==> src/rtl/vlcfg_defs.svh <==
`ifndef VLCFG_DEFS_SVH
`define VLCFG_DEFS_SVH
// ----------------------------------------
// widths and field positions
// ----------------------------------------
`define VLCFG_XLEN        32
`define VLCFG_VLEN        128
`define VLCFG_ILL_BIT     31
`define VLCFG_MA_BIT      7
`define VLCFG_TA_BIT      6
`define VLCFG_SEW_HI      5
`define VLCFG_SEW_LO      3
`define VLCFG_MUL_HI      2
`define VLCFG_MUL_LO      0
`define VLCFG_RSV_HI      30
`define VLCFG_RSV_LO      8
// ----------------------------------------
// reset values
// ----------------------------------------
`define VLCFG_CFG_RST     32'h80000000
`define VLCFG_LEN_RST     32'h00000000
// ----------------------------------------
// operation codes
// ----------------------------------------
`define VLCFG_OP_REGIMM   2'h0
`define VLCFG_OP_IMMIMM   2'h1
`define VLCFG_OP_REGREG   2'h2
`endif

==> src/rtl/vlcfg_pkg.sv <==
package vlcfg_pkg;
	typedef struct packed {
		logic [1:0]  op;         // instruction form
		logic [4:0]  destIndex;  // destination register index
		logic [4:0]  srcIndex;   // first source index or immediate count
		logic [31:0] srcValue;   // first source register contents
		logic [31:0] cfgValue;   // second source contents
		logic [10:0] cfgImm;     // immediate configuration field
	} vlcfg_req_t;

	typedef struct packed {
		logic        writeEn;    // destination write strobe
		logic [4:0]  index;      // destination index
		logic [31:0] data;       // granted length
	} vlcfg_wb_t;
endpackage

==> src/rtl/vlcfg_unit.sv <==
// Summary of operation
// - config holds illegal, agnostic, width, multiplier fields
// - immediate forms use immediate, register form second source
// - register form restores full saved configuration
// - unsupported: illegal set, others cleared, length zero
// - requested illegal flag means unsupported
// - every configuration bit except the two agnostic flags is checked
// - nonzero source gives count; length to destination
// - zero source, nonzero destination: all-ones count
// - both zero: current length capped at maximum, no write
// - immediate count is five bits, zero-extended
// - maximum derived first, then granted length
// - count within maximum granted exactly
// - below twice maximum: between half and maximum
// - at least twice maximum grants maximum
// - grant is deterministic function of inputs
// - re-feeding read length reproduces it
`timescale 1ns/1ps
`include "vlcfg_defs.svh"
module vlcfg_unit (
	input  wire logic                  clock,           // core clock
	input  wire logic                  nrst,            // async reset, low
	input  wire logic                  reqValid,        // instruction issue strobe
	input  wire vlcfg_pkg::vlcfg_req_t req,             // operands and indices
	output logic [31:0]                configReg,       // configuration register
	output logic [31:0]                activeLengthReg, // active length
	output vlcfg_pkg::vlcfg_wb_t       wb               // register file write
);
	// ----------------------------------------
	// configuration source
	// ----------------------------------------
	wire logic [31:0] newCfg;
	wire logic        isReg;
	assign isReg  = (req.op == `VLCFG_OP_REGREG);
	assign newCfg = isReg ? req.cfgValue : {21'h000000, req.cfgImm};

	wire logic [2:0] sewField;
	wire logic [2:0] mulField;
	assign sewField = newCfg[`VLCFG_SEW_HI:`VLCFG_SEW_LO];
	assign mulField = newCfg[`VLCFG_MUL_HI:`VLCFG_MUL_LO];

	// ----------------------------------------
	// maximum length
	// ----------------------------------------
	// shift form: vlen/8 >> sew, then scaled by multiplier exponent
	wire logic [31:0] baseLen;
	wire logic [31:0] maxLen;
	wire logic        reqOk;
	assign baseLen = 32'(`VLCFG_VLEN / 8) >> sewField[1:0];
	assign maxLen  = mulField[2] ? (baseLen >> (3'h0 - mulField))
		: (baseLen << mulField[1:0]);
	// fractional multiplier must leave at least one element
	assign reqOk   = (maxLen != 32'h00000000);

	// ----------------------------------------
	// legality
	// ----------------------------------------
	// widths up to 64 supported; multiplier code 4 is reserved
	// bit 31 can only arrive through the register form
	wire logic illegal;
	assign illegal = newCfg[`VLCFG_ILL_BIT]
		|| (newCfg[`VLCFG_RSV_HI:`VLCFG_RSV_LO] != 23'h000000)
		|| sewField[2] || (mulField == 3'h4) || !reqOk;

	// ----------------------------------------
	// requested count
	// ----------------------------------------
	// the immediate-count form reuses the source field as the count itself
	wire logic        isImmCount;
	wire logic        srcZero;
	wire logic        dstZero;
	wire logic [31:0] reqCount;
	assign isImmCount = (req.op == `VLCFG_OP_IMMIMM);
	assign srcZero    = (req.srcIndex == 5'h00);
	assign dstZero    = (req.destIndex == 5'h00);
	assign reqCount   = isImmCount ? {27'h0000000, req.srcIndex}
		: !srcZero ? req.srcValue
		: !dstZero ? 32'hFFFFFFFF
		: activeLengthReg;

	// ----------------------------------------
	// grant: min(count, maximum) satisfies all length bounds
	// ----------------------------------------
	wire logic [31:0] grant;
	assign grant = (reqCount <= maxLen) ? reqCount : maxLen;

	wire logic        noWrite;
	assign noWrite = !isImmCount && srcZero && dstZero;

	// ----------------------------------------
	// state update
	// ----------------------------------------
	always_ff @(posedge clock or negedge nrst) begin
		if (!nrst) begin
			configReg       <= `VLCFG_CFG_RST;
			activeLengthReg <= `VLCFG_LEN_RST;
		end else if (reqValid) begin
			configReg       <= illegal ? `VLCFG_CFG_RST : {24'h000000, newCfg[7:0]};
			activeLengthReg <= illegal ? `VLCFG_LEN_RST : grant;
		end
	end

	always_ff @(posedge clock or negedge nrst) begin
		if (!nrst) begin
			wb <= '0;
		end else begin
			wb.writeEn <= reqValid && !noWrite && !dstZero;
			wb.index   <= req.destIndex;
			wb.data    <= illegal ? `VLCFG_LEN_RST : grant;
		end
	end

	// ----------------------------------------
	// checks
	// ----------------------------------------
	property p_illegal_clears;
		@(posedge clock) disable iff (!nrst)
		reqValid && illegal |=> configReg == 32'h80000000 && activeLengthReg == 32'h0;
	endproperty
	a_illegal_clears: assert property (p_illegal_clears) else $error("illegal not cleared");

	property p_flag_in;
		@(posedge clock) disable iff (!nrst)
		reqValid && newCfg[31] |=> configReg[31];
	endproperty
	a_flag_in: assert property (p_flag_in) else $error("illegal input accepted");

	property p_reserved;
		@(posedge clock) disable iff (!nrst)
		reqValid && newCfg[30:8] != 23'h0 |=> configReg[31];
	endproperty
	a_reserved: assert property (p_reserved) else $error("reserved bits ignored");

	property p_exact;
		@(posedge clock) disable iff (!nrst)
		reqValid && !illegal && reqCount <= maxLen |=> activeLengthReg == $past(reqCount);
	endproperty
	a_exact: assert property (p_exact) else $error("count not granted");

	property p_cap;
		@(posedge clock) disable iff (!nrst)
		reqValid && !illegal && reqCount >= (maxLen << 1) |=> activeLengthReg == $past(maxLen);
	endproperty
	a_cap: assert property (p_cap) else $error("maximum not granted");

	property p_imm;
		@(posedge clock) disable iff (!nrst)
		reqValid && !illegal && isImmCount && {27'h0000000, req.srcIndex} <= maxLen
			|=> activeLengthReg == {27'h0000000, $past(req.srcIndex)};
	endproperty
	a_imm: assert property (p_imm) else $error("immediate count wide");

	property p_keep;
		@(posedge clock) disable iff (!nrst)
		reqValid && noWrite |=> !wb.writeEn;
	endproperty
	a_keep: assert property (p_keep) else $error("zero form wrote register");

	property p_wb;
		@(posedge clock) disable iff (!nrst)
		reqValid && !dstZero && !srcZero |=> wb.writeEn && wb.data == activeLengthReg;
	endproperty
	a_wb: assert property (p_wb) else $error("destination not written");

	property p_allones;
		@(posedge clock) disable iff (!nrst)
		reqValid && !illegal && req.op != 2'h1 && srcZero && !dstZero
			|=> activeLengthReg == $past(maxLen);
	endproperty
	a_allones: assert property (p_allones) else $error("max not set");

	property p_imm_cfg;
		@(posedge clock) disable iff (!nrst)
		reqValid && !illegal && req.op != `VLCFG_OP_REGREG
			|=> configReg == {24'h000000, $past(req.cfgImm[7:0])};
	endproperty
	a_imm_cfg: assert property (p_imm_cfg) else $error("immediate config lost");

	property p_reg_cfg;
		@(posedge clock) disable iff (!nrst)
		reqValid && !illegal && req.op == `VLCFG_OP_REGREG
			|=> configReg == $past(req.cfgValue);
	endproperty
	a_reg_cfg: assert property (p_reg_cfg) else $error("register config lost");

	property p_ill_data;
		@(posedge clock) disable iff (!nrst)
		reqValid && illegal |=> wb.data == 32'h00000000;
	endproperty
	a_ill_data: assert property (p_ill_data) else $error("illegal length written");

	property p_bound;
		@(posedge clock) disable iff (!nrst)
		reqValid && !illegal
			|=> activeLengthReg <= $past(maxLen) && activeLengthReg <= $past(reqCount);
	endproperty
	a_bound: assert property (p_bound) else $error("grant above bound");

	property p_half;
		@(posedge clock) disable iff (!nrst)
		reqValid && !illegal && reqCount < (maxLen << 1)
			|=> {activeLengthReg, 1'b0} >= {1'b0, $past(reqCount)};
	endproperty
	a_half: assert property (p_half) else $error("grant below half count");

	property p_nonzero;
		@(posedge clock) disable iff (!nrst)
		reqValid && !illegal && reqCount != 32'h00000000 |=> activeLengthReg != 32'h00000000;
	endproperty
	a_nonzero: assert property (p_nonzero) else $error("nonzero count granted zero");

	property p_maxlen_int;
		@(posedge clock) disable iff (!nrst)
		reqValid && !illegal && !mulField[2]
			|-> (maxLen << sewField[1:0]) == (32'(`VLCFG_VLEN / 8) << mulField[1:0]);
	endproperty
	a_maxlen_int: assert property (p_maxlen_int) else $error("whole multiplier maximum");

	property p_maxlen_frac;
		@(posedge clock) disable iff (!nrst)
		reqValid && !illegal && mulField[2]
			|-> ((maxLen << sewField[1:0]) << (3'h0 - mulField)) == 32'(`VLCFG_VLEN / 8);
	endproperty
	a_maxlen_frac: assert property (p_maxlen_frac) else $error("fraction maximum");

	property p_wb_index;
		@(posedge clock) disable iff (!nrst)
		reqValid |=> wb.index == $past(req.destIndex);
	endproperty
	a_wb_index: assert property (p_wb_index) else $error("write index mismatch");
endmodule

==> config.mk <==
export PLATFORM = sky130hd
export DESIGN_NAME = vlcfg_unit
export DESIGN_NICKNAME = d
export VERILOG_FILES = /design/src/rtl/vlcfg_pkg.sv /design/src/rtl/vlcfg_unit.sv
export VERILOG_INCLUDE_DIRS = /design/src /design/src/rtl
export SDC_FILE = /design/constraint.sdc
export NUM_CORES = 1
export LEC_CHECK = 0
export ABC_AREA = 1
export BUFFER_PORTS_ARGS = -buffer_cell sky130_fd_sc_hd__buf_2
export CORE_MARGIN = 1.5
export CORE_UTILIZATION = 43
export CTS_BUF_LIST = sky130_fd_sc_hd__clkbuf_16
export DETAILED_ROUTE_END_ITERATION = 8
export PLACE_DENSITY = 0.8
export SLEW_MARGIN = 10
export SYNTH_ARGS = -nofsm -noshare
export SYNTH_HDL_FRONTEND = slang
export SYNTH_SLANG_ARGS = --single-unit
==> constraint.sdc <==
create_clock -name clock -period 1.95 [get_ports clock]
set_input_delay 0.195 -clock clock [delete_from_list [all_inputs] [get_ports clock]]
set_output_delay 0.195 -clock clock [all_outputs]
set_load 0.02 [all_outputs]
Yosys cells after proc, flatten, opt, wreduce, memory -nomap -nowiden --
Cells that the tools add are included.
Storage, ports and cells: bits in registers 102, bits in latches 0, bits in writable memories 0, memory bits (read-only) 0, input bits 90, output and inout bits 102, word-level logic and storage cells 37, memories 0
Cells by class: $add $sub $neg 1, multipliers 0, div/mod/pow operators 0, order comparisons 1, equality and inequality tests 3, shift operators 3, multiplexer cells 8, bitwise logic cells 0, reduce and logical (&&, ||, !) cells 16
Operator list (count):
- 32-bit two-way mux | 8
- 32-bit <= comparator | 1
- 32-bit nonzero test | 1
- 32-bit by 2-bit left shift with 32-bit output | 1
- 32-bit by 3-bit right shift with 32-bit output | 1
- 5-bit by 2-bit right shift with 32-bit output (first input constant) | 1
- 23-bit nonzero test | 1
- 5-bit logical NOT | 2
- 1-bit logical AND | 4
- 1-bit logical NOT | 4
- 1-bit logical OR | 4
- 3-bit == test (second input constant) | 1
- 1-bit by 3-bit subtractor with 3-bit output (first input constant) | 1
- 2-bit by 1-bit == test with 1-bit output (second input constant) | 1
- 2-bit == test (second input constant) | 1

Depth between registers and ports, before layout --
depth in word-level cells 9, gate-level depth with buffers 24, mapped depth without buffers 23

Worst setup path after synthesis --
OpenSTA, ideal clock, no wires.
path type input -> register, from input req[86] (netlist bit), to register wb[0] (netlist bit), library setup time 0.120 ns, data arrival time 2.679 ns, data required time 1.830 ns, slack -0.849 ns, stages on the path 23, buffers on the path 2, cells stage by stage buf_6 > nand2_8 > buf_12 > nand2_2 > nand2_2 > nand2_4 > inv_2 > ha_1 > inv_1 > nor2_2 > nand3_1 > a22oi_1 > inv_1 > ha_1 > inv_1 > o21bai_1 > nand4_1 > nand2_1 > nand2_1 > nand3_4 > nand2_4 > nand2_2 > and3_1
On the way: word-level cells in the longest chain between the ends 9, elaborated cells between the ends (all ways) 20, classes of those cells add/sub: 1; order compare: 1; eq/ne: 3; shift: 3; mux: 5; reduce/logical: 7
Ends and longest elaborated chain:
- start, declared | RTL line vlcfg_unit.sv:24 | input wire vlcfg_pkg::vlcfg_req_t req,
- parallel branches: the longest is 8 deep, another holds 32-bit <= comparator
- 32-bit two-way mux (*) | RTL line vlcfg_unit.sv:109 | wb.data <= illegal ? `VLCFG_LEN_RST : grant;
- end, declared | RTL line vlcfg_unit.sv:27 | output vlcfg_pkg::vlcfg_wb_t wb
Mark *: on every way between the ends. A chain may end at the register's enable or synchronous reset.

Worst setup path in the final report --
from input req[85] (netlist bit), to register wb[4] (netlist bit)
The elaborated chain is that of the path after synthesis.

==> flow_summary.ini <==
[status]
status = finished, violations left
violations = setup timing

[setup_path]
crit_top_cell = nand2_4
crit_family = simple AND/OR/NAND/NOR gates
r2r_cells = 13
slowest_stage = ha_4
cp.depth = 23
r2r_slack_ns = -0.16
end_kind = register
cp-start-kind = input pin
r2r-start = activeLengthReg[1]
crit_required_ns = 2.17
crit_buf_inv = 7
crit_fanout = 7
critPathKind = in -> reg
max_stage_delay_ns = 0.27
cp_data_arrival_time_ns = 2.72
reg2reg_to = wb[4]
crit_start = req[85]
cp-endpoint = wb[4]
cp_cell_sequence = buf_8 > clkinv_8 > nand2_8 > nand2_4 > nand2_4 > nand2_4 > inv_4 > ha_4 > inv_4 > nor2_4 > nand3_2 > a22oi_2 > inv_2 > ha_4 > inv_2 > o21bai_1 > nand4_1 > nand2_1 > nand2_2 > buf_4 > nand3_4 > nand3_2 > and3_4

[detailed_routing]
via_per_inst = 4.68
drtPass1Iterations = 4
drc = 0
antenna_left = 0
via_count = 4308
wl_per_cell_um = 13.5
drt_wl_total_um = 12500
drt-initial-drc-count = 268

[yosys]
syn_inst = 505
synth_area_sq_um = 4430
synth_seq_cells = 79
synth_seq_area_share = 0.446
ys.flop_type = dfrtp_1
synth_async_sr_flop_share = 1.00
ys_types = 50
synth_edf_count = 0
yosys_warnings = 0
syn-mean-instance-area_sq_um = 8.78

[timing]
hold_violations = 0
finClkSkew_ns = 0.00921
slew_viol_final = 0
fin_crit_sh = 1.28
period_minus_slack_ns = 2.50
finalWorstSetupSlack_ns = -0.549
fin_hold_ws_ns = 0.0113
fin_tns_setup_ns = -9.25
tightest_slew_ns = 0.577
relSlewSlack = 0.615
rsz0062_at_grt = true
fmax_mhz = 400
setup_viol = 24

[grt]
track_usage = 0.228
grt-ovfl-total = 0
grt_first_pass_wirelength_um = 20400
grt_start_max_net_pins = 45
grt_pass1_vias = 4416
antenna_found_initial = 0

[cells_and_area]
antenna_cells = 0
fin_area_sq_um = 6590
area_growth_pct = 48.6
drive_above_1_share = 0.476
fillers = 789
nets = 880

[floorplanning]
pin_count = 192
die_x_um = 105
die_area_sq_um = 10900
rows = 36
die_h_um = 105
core_area_sq_um = 9860
initial_core_util = 0.449

[clocking]
clock_path_buffers = 2
clock-root-buffer = clkbuf_16
worstSkewPairLatency_ns = 0.33
htreeDepth = 3
cts_buffers = 9
clk_pin_slew_worst_paths_ns = 0.06
cts_sinks = 79
cts_tree = yes

[placed_design]
place_hpwl_um = 9200
placed_area_sq_um = 5880
portBuffers = 168
place.gp.congestion = 0.865

[flow_run]
maxCapViolCount = 0

[power_and_ir_drop]
p_per_area_nw_per_um2 = 660
p_leak_nw = 3.64
finalPower_mw = 4.35
peakVddDrop_v = 0.000690

[hold_path]
hold_path_class = in -> reg
==> cell families (layout without fill, tap and decap cells) <==
logic type      Yosys count  count (layout)  synth area share
simple gates            234             235             0.290
buf+inv                 110             345             0.135
flops                    79              79             0.446
compound gates           71              71             0.101
fa+ha+maj                 8               8            0.0226
mux                       2               2           0.00452
other cells               1              47          0.000846
==> layer usage <==
layer | vias to the layer above | global-route usage | routed length (um)
li1 | 2127 | - | -
met1 | 2012 | 0.283 | 5120
met2 | 146 | 0.391 | 6350
met3 | 23 | 0.0489 | 744
met4 | 0 | 0.0794 | 245
met5 | - | 0 | 0
==> worst register-to-register path, delay by kind of cell, from the launching register on <==
kind | cells | cell delay [ns]
compound gates | 2 | 0.32
fa+ha+maj | 1 | 0.27
buf+inv | 3 | 0.26
flops | 1 | 0.38
simple gates | 7 | 0.80
==> placed cells by master (no fill, tap or decap), types with 5 or more instances in the layout <==
| cell | count |
|---|---|
| nand2_4 | 13 |
| o21ai_2 | 9 |
| nor2_4 | 6 |
| conb_1 | 47 |
| dlygate4sd3_1 | 5 |
| o21ai_1 | 7 |
| clkbuf_16 | 9 |
| o211ai_1 | 8 |
| buf_4 | 83 |
| nor4_1 | 6 |
| dfrtp_1 | 78 |
| nand4_1 | 11 |
| nor2_1 | 51 |
| inv_2 | 6 |
| o21ai_0 | 21 |
| nor2_2 | 8 |
| a21oi_1 | 10 |
| nand2_1 | 66 |
| nand2_2 | 22 |
| nand3_1 | 17 |
| buf_2 | 165 |
| inv_1 | 60 |
| nand3_2 | 10 |
==> registers in the layout (all words and copies together), names as in the netlist <==
| register | count |
|---|---|
| wb | 38 |
| activeLengthReg | 32 |
| configReg | 9 |
==> Yosys cell counts, drive strengths merged (2+ instances only) <==
cell type	count	area, sq um
o211ai	10	85.1
mux2i	2	20.0
ha	8	100
nor4	6	37.5
buf	33	273
nand4	13	111
inv	71	274
clkbuf	6	52.6
o21ai	38	209
nand3b	2	27.5
nand2	103	526
dfrtp	78	1950
o21a	2	15.0
o221ai	4	41.3
o22ai	4	25.0
nand3	29	183
and3	6	37.5
nor3	7	45.0
nor2	66	299
a21oi	11	55.1
==> cell type report <==
cell class	count	area, sq um	share of cell area
clock buffers	9	225	0.0342
flip-flops and latches	79	1980	0.300
repair buffers	258	1580	0.240
multi-input cells	363	2260	0.343
clock inverters	7	78.8	0.0120
inverters	71	299	0.0454
well taps	133	166	0.0253
==> per-stage QoR <==
step | util | setup WS [ns] | cells
2_1_floorplan | - | -0.650 | 551
3_3_place_gp | 0.596 | -0.809 | 885
3_5_place_dp | 0.596 | -0.907 | 885
4_1_cts | 0.644 | -0.494 | 911
5_1_grt | 0.668 | -0.688 | 920
6_report | 0.668 | -0.549 | 920
==> report_power, final <==
group	switching, mW	internal [mW]
logic	0.558	0.415
registers	0.0100	1.68
clock network	0.681	1.01
==> how the worst min path moves through the flow <==
stage               startpoint            endpoint  slack [ns]  cells after the start
floorplan                 nrst  activeLengthReg[0]       -0.10                      0
global placement          nrst        configReg[5]        0.22                      1
detailed placement        nrst        configReg[5]        0.23                      1
CTS                    req[82]              wb[34]       0.008                      1
global route           req[82]              wb[34]       0.004                      1
finish                 req[82]              wb[34]        0.01                      1
==> repair_timing <==
action / in CTS / in global routing
hold buffers: 5 / 0
cloned: 1 / 0
endpoints found under the setup margin: 24 / 24
pin swaps: 14 / 30
buffers inserted: 4 / 9
resized for setup: 21 / 34
endpoints found under the hold margin: 46 / 0
(Power assumes the default switching activity.)
